`config.mk`:
```
export PLATFORM = sky130hd
export DESIGN_NAME = tcc_timer16
export DESIGN_NICKNAME = d
export VERILOG_FILES = /design/src/core/tcc_pin_sync.v /design/src/core/tcc_timer16.v
export VERILOG_INCLUDE_DIRS = /design/src /design/src/core
export SDC_FILE = /design/constraint.sdc
export NUM_CORES = 1
export LEC_CHECK = 0
export BUFFER_PORTS_ARGS = -buffer_cell sky130_fd_sc_hd__buf_2
export CAP_MARGIN = 20
export CORE_ASPECT_RATIO = 1.75
export CORE_MARGIN = 10
export CORE_UTILIZATION = 62
export DETAILED_ROUTE_END_ITERATION = 12
export HOLD_SLACK_MARGIN = 0.06
export PLACE_DENSITY = 0.84
export SETUP_SLACK_MARGIN = 0.15
export SLEW_MARGIN = 0
export SYNTH_ARGS = -nofsm -noshare
export SYNTH_HDL_FRONTEND = slang
export SYNTH_SLANG_ARGS = --single-unit
```
`constraint.sdc`:
```
create_clock -name clk_sys -period 4.2 [get_ports clk_sys]
set_clock_uncertainty 0.05 [all_clocks]
set_input_delay 0.21 -clock clk_sys [delete_from_list [all_inputs] [get_ports clk_sys]]
set_output_delay 0.21 -clock clk_sys [all_outputs]
set_load 0.02 [all_outputs]
```
`src/core/tcc_defs.vh`:
```
// Register addresses, field positions, codes and counts of the 16-bit timer/counter.
`ifndef TCC_DEFS_VH
`define TCC_DEFS_VH

// I/O addresses of the byte registers.
`define TCC_ADDR_CAPTURE_LOW  6'h26
`define TCC_ADDR_CAPTURE_HIGH 6'h27
`define TCC_ADDR_COMPARE_LOW  6'h2a
`define TCC_ADDR_COMPARE_HIGH 6'h2b
`define TCC_ADDR_COUNTER_LOW  6'h2c
`define TCC_ADDR_COUNTER_HIGH 6'h2d
`define TCC_ADDR_CONTROL_B    6'h2e
`define TCC_ADDR_CONTROL_A    6'h2f

// Field positions in control register B.
`define TCC_B_NOISE_FILTER    7
`define TCC_B_EDGE_SELECT     6
`define TCC_B_CLEAR_ON_MATCH  3

// Writable bits of the control registers, and reset values of the control, word and byte registers.
`define TCC_B_WRITE_MASK      8'hcf
`define TCC_A_WRITE_MASK      8'hc3
`define TCC_CONTROL_RESET     8'h00
`define TCC_WORD_RESET        16'h0000
`define TCC_BYTE_RESET        8'h00

// Clock select codes.
`define TCC_CS_STOP           3'h0
`define TCC_CS_DIV1           3'h1
`define TCC_CS_DIV8           3'h2
`define TCC_CS_DIV64          3'h3
`define TCC_CS_DIV256         3'h4
`define TCC_CS_DIV1024        3'h5
`define TCC_CS_EXT_FALL       3'h6
`define TCC_CS_EXT_RISE       3'h7

// Prescaler width and terminal masks for each division.
`define TCC_PRESCALE_BITS     10
`define TCC_PRE_MASK8         10'h007
`define TCC_PRE_MASK64        10'h03f
`define TCC_PRE_MASK256       10'h0ff
`define TCC_PRE_MASK1024      10'h3ff

// Modulation modes and their turning points.
`define TCC_PWM_OFF           2'h0
`define TCC_PWM_8BIT          2'h1
`define TCC_PWM_9BIT          2'h2
`define TCC_PWM_10BIT         2'h3
`define TCC_TOP_8BIT          16'h00ff
`define TCC_TOP_9BIT          16'h01ff
`define TCC_TOP_10BIT         16'h03ff

// Number of agreeing samples the capture noise filter needs.
`define TCC_FILTER_SAMPLES    4

// Last value of the settling count that holds off pin edges after reset.
`define TCC_SETTLE_LAST       4'hf

`endif

```
`src/core/tcc_pin_sync.v`:
```
// Three-stage synchroniser with agreement filter for asynchronous input pins.
`timescale 1ns/1ps

module tcc_pin_sync #(
	parameter WIDTH = 2
) (
	input  wire             clk_sys,   // System clock.
	input  wire             rst,       // Asynchronous reset, active high.
	input  wire [WIDTH-1:0] pin_in,    // Raw pin levels.
	output wire [WIDTH-1:0] level_out  // Accepted pin levels.
);

	genvar g;

	// One chain per pin; a level is accepted once stages two and three agree.
	generate
		for (g = 0; g < WIDTH; g = g + 1) begin : g_pin
			reg s1_q;
			reg s2_q;
			reg s3_q;
			reg level_q;

			always @(posedge clk_sys or posedge rst) begin
				if (rst) begin
					s1_q    <= 1'b0;
					s2_q    <= 1'b0;
					s3_q    <= 1'b0;
					level_q <= 1'b0;
				end else begin
					s1_q <= pin_in[g];
					s2_q <= s1_q;
					s3_q <= s2_q;
					if (s2_q == s3_q) begin
						level_q <= s3_q;
					end
				end
			end

			assign level_out[g] = level_q;
		end
	endgenerate

endmodule // tcc_pin_sync

```
`src/core/tcc_timer16.v`:
```
// Top of the 16-bit timer/counter with compare, clear on match and capture.
`timescale 1ns/1ps
`include "tcc_defs.vh"

module tcc_timer16 #(
	parameter FILTER_SAMPLES = `TCC_FILTER_SAMPLES
) (
	input  wire       clk_sys,          // System clock, 20 MHz.
	input  wire       rst,              // Asynchronous reset, active high.
	input  wire [5:0] io_addr,          // Register address.
	input  wire [7:0] io_wdata,         // Write data.
	input  wire       io_wr,            // Write strobe, one cycle.
	input  wire       io_rd,            // Read strobe, one cycle.
	output wire [7:0] io_rdata,         // Read data, valid the cycle after io_rd.
	input  wire       capture_input_pin,  // Asynchronous capture pin.
	input  wire       external_count_pin, // Asynchronous count pin.
	input  wire       capture_flag_clr, // Clears the capture flag, one cycle.
	output wire       capture_flag,     // Sticky capture flag.
	output wire       compare_match,    // One-cycle pulse on a compare match.
	output wire       capture_event     // One-cycle pulse on a capture.
);

	// Control register fields.
	reg  [7:0]  control_a_q;
	reg  [7:0]  control_b_q;
	wire [2:0]  clock_select;
	wire        clear_on_match;
	wire        capture_edge_select;
	wire        capture_noise_filter_enable;
	wire [1:0]  pwm_mode;
	wire        pwm_active;

	// Timer state.
	reg  [15:0] counter_value_q;
	reg  [15:0] counter_value_d;
	reg  [15:0] compare_value_q;
	reg  [15:0] capture_value_q;
	reg  [7:0]  shared_latch_q;
	reg         count_down_q;
	reg         count_down_d;
	reg  [`TCC_PRESCALE_BITS-1:0] prescale_q;
	reg         tick_q;
	reg         timer_tick;
	reg  [15:0] pwm_top;

	// Pin handling.
	wire [1:0]  pin_level;
	reg         count_pin_prev_q;
	reg         capture_pin_prev_q;
	reg  [FILTER_SAMPLES-1:0] capture_hist_q;
	reg         capture_filtered_q;
	reg         capture_filtered_prev_q;
	wire        count_rise;
	wire        count_fall;
	wire        capture_trigger;
	reg  [3:0]  settle_q;
	wire        pins_settled;

	// Bus decode.
	wire        wr_counter_low;
	wire        wr_counter_high;
	wire        wr_compare_low;
	wire        wr_compare_high;
	wire        rd_counter_low;
	wire        rd_capture_low;

	// Match detection and output flops.
	wire        match_hit;
	reg  [7:0]  io_rdata_q;
	reg         capture_flag_q;
	reg         compare_match_q;
	reg         capture_event_q;

	assign clock_select                = control_b_q[2:0];
	assign clear_on_match              = control_b_q[`TCC_B_CLEAR_ON_MATCH];
	assign capture_edge_select         = control_b_q[`TCC_B_EDGE_SELECT];
	assign capture_noise_filter_enable = control_b_q[`TCC_B_NOISE_FILTER];
	assign pwm_mode                    = control_a_q[1:0];
	assign pwm_active                  = (pwm_mode != `TCC_PWM_OFF);

	// Address decode of the byte accesses.
	assign wr_counter_low  = io_wr && (io_addr == `TCC_ADDR_COUNTER_LOW);
	assign wr_counter_high = io_wr && (io_addr == `TCC_ADDR_COUNTER_HIGH);
	assign wr_compare_low  = io_wr && (io_addr == `TCC_ADDR_COMPARE_LOW);
	assign wr_compare_high = io_wr && (io_addr == `TCC_ADDR_COMPARE_HIGH);
	assign rd_counter_low  = io_rd && (io_addr == `TCC_ADDR_COUNTER_LOW);
	assign rd_capture_low  = io_rd && (io_addr == `TCC_ADDR_CAPTURE_LOW);

	// Both pins pass the same synchroniser; bit 0 is the count pin, bit 1 the capture pin.
	tcc_pin_sync #(
		.WIDTH (2)
	) u_pin_sync (
		.clk_sys   (clk_sys),
		.rst       (rst),
		.pin_in    ({capture_input_pin, external_count_pin}),
		.level_out (pin_level)
	);

	// The synchroniser, the edge memories and the filter history all start at zero,
	// so a pin that idles high would look like a rising edge a few cycles after reset.
	// Edges are ignored until the settling count is full, which covers the default filter depth.
	assign pins_settled = (settle_q == `TCC_SETTLE_LAST);

	// Settling count: runs once after reset and then holds.
	always @(posedge clk_sys or posedge rst) begin
		if (rst) begin
			settle_q <= 4'h0;
		end else if (!pins_settled) begin
			settle_q <= settle_q + 4'h1;
		end
	end

	// Edges of the accepted count pin level; the pin direction is never consulted.
	assign count_rise = pins_settled && pin_level[0] && !count_pin_prev_q;
	assign count_fall = pins_settled && !pin_level[0] && count_pin_prev_q;

	// Free-running prescaler shared by all divided rates.
	// It is not cleared on a rate change, so the first divided period may be short.
	always @(posedge clk_sys or posedge rst) begin
		if (rst) begin
			prescale_q <= {`TCC_PRESCALE_BITS{1'b0}};
		end else begin
			prescale_q <= prescale_q + 1'b1;
		end
	end

	// Timer clock enable picked by the clock select field.
	always @* begin
		case (clock_select)
			`TCC_CS_STOP:     timer_tick = 1'b0;
			`TCC_CS_DIV1:     timer_tick = 1'b1;
			`TCC_CS_DIV8:     timer_tick = ((prescale_q & `TCC_PRE_MASK8) == `TCC_PRE_MASK8);
			`TCC_CS_DIV64:    timer_tick = ((prescale_q & `TCC_PRE_MASK64) == `TCC_PRE_MASK64);
			`TCC_CS_DIV256:   timer_tick = ((prescale_q & `TCC_PRE_MASK256) == `TCC_PRE_MASK256);
			`TCC_CS_DIV1024:  timer_tick = (prescale_q == `TCC_PRE_MASK1024);
			`TCC_CS_EXT_FALL: timer_tick = count_fall;
			`TCC_CS_EXT_RISE: timer_tick = count_rise;
			default:          timer_tick = 1'b0;
		endcase
	end

	// Turning point of the up/down sweep for each modulation width.
	always @* begin
		case (pwm_mode)
			`TCC_PWM_8BIT:  pwm_top = `TCC_TOP_8BIT;
			`TCC_PWM_9BIT:  pwm_top = `TCC_TOP_9BIT;
			`TCC_PWM_10BIT: pwm_top = `TCC_TOP_10BIT;
			default:        pwm_top = `TCC_TOP_10BIT;
		endcase
	end

	// A match is judged on the cycle after the counter took a new value, so it is
	// seen one system clock late and once per count value, not once per clock.
	// Outside modulation all sixteen bits must agree; while modulating only the
	// bits below the turning point take part.
	assign match_hit = tick_q && (pwm_active ?
		((counter_value_q & pwm_top) == (compare_value_q & pwm_top)) :
		(counter_value_q == compare_value_q));

	// Next counter value: a write wins, then clear on match, then a timer tick.
	// A written value stands until the next timer tick moves it on.
	always @* begin
		counter_value_d = counter_value_q;
		count_down_d    = count_down_q;
		if (wr_counter_low) begin
			counter_value_d = {shared_latch_q, io_wdata};
		end else if (match_hit && clear_on_match && !pwm_active) begin
			counter_value_d = `TCC_WORD_RESET;
		end else if (timer_tick) begin
			if (!pwm_active) begin
				counter_value_d = counter_value_q + 16'h0001;
				count_down_d    = 1'b0;
			end else if (!count_down_q) begin
				if (counter_value_q >= pwm_top) begin
					counter_value_d = counter_value_q - 16'h0001;
					count_down_d    = 1'b1;
				end else begin
					counter_value_d = counter_value_q + 16'h0001;
				end
			end else begin
				if (counter_value_q == `TCC_WORD_RESET) begin
					counter_value_d = counter_value_q + 16'h0001;
					count_down_d    = 1'b0;
				end else begin
					counter_value_d = counter_value_q - 16'h0001;
				end
			end
		end
	end

	// Counter, direction and the delayed tick used for match detection.
	always @(posedge clk_sys or posedge rst) begin
		if (rst) begin
			counter_value_q  <= `TCC_WORD_RESET;
			count_down_q     <= 1'b0;
			tick_q           <= 1'b0;
			count_pin_prev_q <= 1'b0;
		end else begin
			counter_value_q  <= counter_value_d;
			count_down_q     <= count_down_d;
			tick_q           <= timer_tick && !wr_counter_low;
			count_pin_prev_q <= pin_level[0];
		end
	end

	// Capture noise filter: a new level is taken only when the last samples all agree.
	// With the filter off the level still passes one register; turning it on adds FILTER_SAMPLES cycles of delay.
	always @(posedge clk_sys or posedge rst) begin
		if (rst) begin
			capture_hist_q          <= {FILTER_SAMPLES{1'b0}};
			capture_filtered_q      <= 1'b0;
			capture_filtered_prev_q <= 1'b0;
			capture_pin_prev_q      <= 1'b0;
		end else begin
			capture_pin_prev_q      <= pin_level[1];
			capture_hist_q          <= {capture_hist_q[FILTER_SAMPLES-2:0], pin_level[1]};
			capture_filtered_prev_q <= capture_filtered_q;
			if (!capture_noise_filter_enable) begin
				capture_filtered_q <= pin_level[1];
			end else if (&capture_hist_q) begin
				capture_filtered_q <= 1'b1;
			end else if (~|capture_hist_q) begin
				capture_filtered_q <= 1'b0;
			end
		end
	end

	// Capture trigger on the edge chosen by the edge select bit.
	assign capture_trigger = pins_settled && (capture_edge_select ?
		(capture_filtered_q && !capture_filtered_prev_q) :
		(!capture_filtered_q && capture_filtered_prev_q));

	// Capture register, flag and event pulse; a new capture beats a clear.
	always @(posedge clk_sys or posedge rst) begin
		if (rst) begin
			capture_value_q <= `TCC_WORD_RESET;
			capture_flag_q  <= 1'b0;
			capture_event_q <= 1'b0;
		end else begin
			capture_event_q <= capture_trigger;
			if (capture_trigger) begin
				capture_value_q <= counter_value_q;
				capture_flag_q  <= 1'b1;
			end else if (capture_flag_clr) begin
				capture_flag_q  <= 1'b0;
			end
		end
	end

	// Compare register: the high byte waits in the latch until the low byte arrives.
	always @(posedge clk_sys or posedge rst) begin
		if (rst) begin
			compare_value_q <= `TCC_WORD_RESET;
		end else if (wr_compare_low) begin
			compare_value_q <= {shared_latch_q, io_wdata};
		end
	end

	// The one byte latch: high writes and counter or capture low reads fill it.
	// A lone low write takes whatever the latch last held as its high byte.
	always @(posedge clk_sys or posedge rst) begin
		if (rst) begin
			shared_latch_q <= `TCC_BYTE_RESET;
		end else if (wr_counter_high || wr_compare_high) begin
			shared_latch_q <= io_wdata;
		end else if (rd_counter_low) begin
			shared_latch_q <= counter_value_q[15:8];
		end else if (rd_capture_low) begin
			shared_latch_q <= capture_value_q[15:8];
		end
	end

	// Control registers; reserved bits are never stored.
	always @(posedge clk_sys or posedge rst) begin
		if (rst) begin
			control_a_q <= `TCC_CONTROL_RESET;
			control_b_q <= `TCC_CONTROL_RESET;
		end else begin
			if (io_wr && (io_addr == `TCC_ADDR_CONTROL_A)) begin
				control_a_q <= io_wdata & `TCC_A_WRITE_MASK;
			end
			if (io_wr && (io_addr == `TCC_ADDR_CONTROL_B)) begin
				control_b_q <= io_wdata & `TCC_B_WRITE_MASK;
			end
		end
	end

	// Read data registered one cycle after the strobe; unmapped addresses read zero.
	// Compare reads bypass the latch; counter and capture high reads return it.
	always @(posedge clk_sys or posedge rst) begin
		if (rst) begin
			io_rdata_q <= `TCC_BYTE_RESET;
		end else if (io_rd) begin
			case (io_addr)
				`TCC_ADDR_CAPTURE_LOW:  io_rdata_q <= capture_value_q[7:0];
				`TCC_ADDR_CAPTURE_HIGH: io_rdata_q <= shared_latch_q;
				`TCC_ADDR_COMPARE_LOW:  io_rdata_q <= compare_value_q[7:0];
				`TCC_ADDR_COMPARE_HIGH: io_rdata_q <= compare_value_q[15:8];
				`TCC_ADDR_COUNTER_LOW:  io_rdata_q <= counter_value_q[7:0];
				`TCC_ADDR_COUNTER_HIGH: io_rdata_q <= shared_latch_q;
				`TCC_ADDR_CONTROL_B:    io_rdata_q <= control_b_q & `TCC_B_WRITE_MASK;
				`TCC_ADDR_CONTROL_A:    io_rdata_q <= control_a_q & `TCC_A_WRITE_MASK;
				default:                io_rdata_q <= `TCC_BYTE_RESET;
			endcase
		end
	end

	// Compare match pulse, raised in the same cycle the clear takes effect.
	// It leans on the delayed tick, so a value written equal to the compare gives no pulse.
	always @(posedge clk_sys or posedge rst) begin
		if (rst) begin
			compare_match_q <= 1'b0;
		end else begin
			compare_match_q <= match_hit;
		end
	end

	// Outputs come straight from flip-flops.
	assign io_rdata      = io_rdata_q;
	assign capture_flag  = capture_flag_q;
	assign compare_match = compare_match_q;
	assign capture_event = capture_event_q;

endmodule // tcc_timer16

```
==> run_results.csv <==
group,metric,value,unit
setup_path,crit_type,"flop to flop",
worst_hold_path,min_path_type,"input pin to flop",
setup_path,endpoint_kind,"flop",
cts,cts_num_sinks,108,
sta,maxSlewViolCount,0,
route,wl_met2,8.27,mm
floorplanning,rows,47,
cts,htreeDepth,3,
setup_path,reg2regPathDepth,7,
grt,grt_pass1_wl,26.6,mm
setup_path,cp.arrival,3.10,ns
sta,fmax,0.345,GHz
floorplanning,dieHeight,150,microns
synth,synth_warnings,0,
placed_design,placed_cells,683,
setup_path,cp-start-kind,"flop",
floorplanning,core_area,0.00947,sq mm
route,vias,4938,
floorplanning,die_area,0.0142,sq mm
worst_hold_path,holdPathStages,2,
placed_design,hpwlAfterDp,11.7,mm
setup_path,crit_path_max_fanout,11,
cts,tritoncts,"done",
sta,hold_viol_final,0,
placed_design,io_buffers,31,
route,wl_met3,964,microns
cts,post_cts_resized,0,
power,finalPower,2500,uW
route,avgViaCountPerCell,7.02,
power,leakagePower,0.00292,uW
sta,grt_setup_unrepaired,"false",
sta,tightest_slew,0.955,ns
sta,timing.final.crit_share,0.691,
route,drt_pass1_iterations,6,
synth,synth_cell_type_count,76,
grt,grt_pass1_vias,5103,
cts,tritoncts.num_buffers,9,
floorplanning,initial_core_util,0.633,
route,wl_per_cell,22.9,microns
route,wl_met1,5.63,mm
synth,synth_area_per_cell,10.7,sq um
layout,fin_cells,703,
layout,diodes,0,
layout,area_delta_synth_final,8.43,%
placed_design,gp_congestion,0.990,
route,drt-initial-drc-count,438,
grt,grt_start_max_net_pins,80,
synth,synth-edff-count,0,
cts,cts_post_setup_buffers_inserted,0,
sta,period_needed,2.90,ns
sta,max_slew_margin,0.355,
synth,synthArstFlopShare,1.00,
power,p_per_area,385,mW/mm^2
layout,drive_gt1_frac,0.205,
floorplanning,die_x,94.3,microns
grt,antenna_found_initial,0,
route,drt_wl_total,16.1,mm
layout,layout.nets,609,
route,ant_nets,0,
route,top_layer_used,"met4",
flow_run,maxCapViolCount,0,
cts,cts_root_buf,"clkbuf_16",
cts,insertion_delay,0.35,ns
cts,path_clk_slew,0.08,ns
synth,synthCells,563,
route,drc,0,
synth,syn_nets,596,
sta,tns,0,ns
synth,synth.cell_area,0.00600,sq mm
synth,ys_ff_latch,108,
sta,whs,0.0813,ns
grt,grt-ovfl-total,0,
placed_design,pre_cts_slack,1.45,ns
setup_path,crit_required,4.40,ns
floorplanning,io_pins,32,
cts,cts_buffer_depth,2,
power,vdd_drop_max,0.348,mV
synth,yosysSeqAreaShare,0.451,
cts,holdBufCountCts,4,
sta,fin_ws,1.30,ns
synth,synthFlopType,"dfrtp_1",
sta,setup_viol,0,
outcome,run_status,"finished clean",
grt,grt_usage,0.240,
==> through the flow <==
step | area (sq um) | util
after CTS | 6500 | 0.687
after global placement | 6160 | 0.651
after floorplan | 6000 | -
after global routing | 6500 | 0.687
final | 6500 | 0.687
after detailed placement | 6160 | 0.651
==> cell usage after synthesis (all sizes together) (9+ instances only) <==
library cell / number / area [sq um]
a21oi: 19 / 95.1
a22oi: 13 / 97.6
buf: 19 / 111
clkbuf: 18 / 68.8
dfrtp: 108 / 2700
ha: 12 / 150
inv: 14 / 52.6
mux2: 54 / 608
mux2i: 10 / 100
nand2: 36 / 138
nand3: 36 / 180
nand4: 9 / 56.3
nor2: 29 / 109
nor3: 11 / 55.1
nor4: 9 / 86.3
o21ai: 13 / 68.8
o2bb2ai: 14 / 123
xnor2: 15 / 131
xor2: 14 / 123
==> critical path, cell delays in order (launching register included) <==
cell	delay (ns)
dfrtp_1	0.50
inv_1	0.13
ha_1	0.20
and2_1	0.18
a41oi_1	0.78
nand4b_1	0.39
and2_1	0.27
a311oi_1	0.30
==> report_power, final <==
part,internal [uW],switching [uW]
clock network,418,422
registers,1110,91.8
logic,178,281
==> cells by family (layout without fill, tap and decap cells) <==
group | count (synthesis) | in the layout | synth area share
AO/OA/AOI/OAI | 117 | 117 | 0.152
multiplexers | 64 | 64 | 0.118
XOR/XNOR | 29 | 29 | 0.0424
flip-flops | 108 | 108 | 0.451
AND/OR/NAND/NOR | 179 | 179 | 0.169
adder cells (fa/ha/maj) | 14 | 14 | 0.0284
buffers and inverters | 52 | 70 | 0.0394
==> final cells by class <==
cell class / instances / area (sq um)
fillers: 680 / 2970
multi-input cells: 403 / 3060
clock inverters: 7 / 73.8
clock buffers: 9 / 225
well taps: 122 / 153
inverters: 15 / 58.8
repair buffers: 39 / 225
flip-flops and latches: 108 / 2700
==> placed cells by master, fill, tap and decap left out, drive strengths merged, types with 5 or more instances in the layout <==
cell	n
o2bb2ai	14
a221oi	6
nand3	36
nor2	29
mux2i	10
xnor2	15
xor2	14
a21oi	19
mux2	54
dfrtp	108
ha	12
o211ai	6
o2111a	5
nor4	9
nor3	11
buf	35
clkbuf	9
a22oi	13
nand4	9
o2111ai	7
inv	16
o21ai	13
and2	5
or3	7
nand2	36
==> registers in the layout, summed over array words and instances, names as in the netlist, 2 cells and up <==
signal and flops:
capture_value_q 16, u_pin_sync.g_pin.level_q 2, io_rdata 8, prescale_q 10
compare_value_q 16, control_b_q 6, shared_latch_q 8, control_a_q 4
settle_q 4, u_pin_sync.g_pin.s2_q 2, counter_value_q 16, capture_hist_q 4
u_pin_sync.g_pin.s1_q 2, u_pin_sync.g_pin.s3_q 2
==> worst paths after layout <==
| path | end | slack [ns] | from |
|---|---|---|---|
| hold reg to reg | u_pin_sync.g_pin[1].s2_q$_DFF_PP0_ | 0.31 | u_pin_sync.g_pin[1].s1_q$_DFF_PP0_ |
| min in group asynchronous | capture_value_q[5]$_DFFE_PP0P_ | 0.54 | rst |
| setup / recovery | counter_value_q[5]$_DFFE_PP0P_ | 1.30 | counter_value_q[0]$_DFFE_PP0P_ |
| hold / removal | shared_latch_q[5]$_DFFE_PP0P_ | 0.08 | io_wdata[5] |
| max in group asynchronous | counter_value_q[3]$_DFFE_PP0P_ | 2.58 | rst |
| setup reg to reg | counter_value_q[5]$_DFFE_PP0P_ | 1.30 | counter_value_q[0]$_DFFE_PP0P_ |
==> metal layers <==
metal / GRT usage / vias up
met5: 0 / -
met4: 0.184 / 0
met3: 0.0399 / 96
met2: 0.404 / 275
met1: 0.260 / 2433
li1: - / 2134
Power figures use the tool's default switching activity.
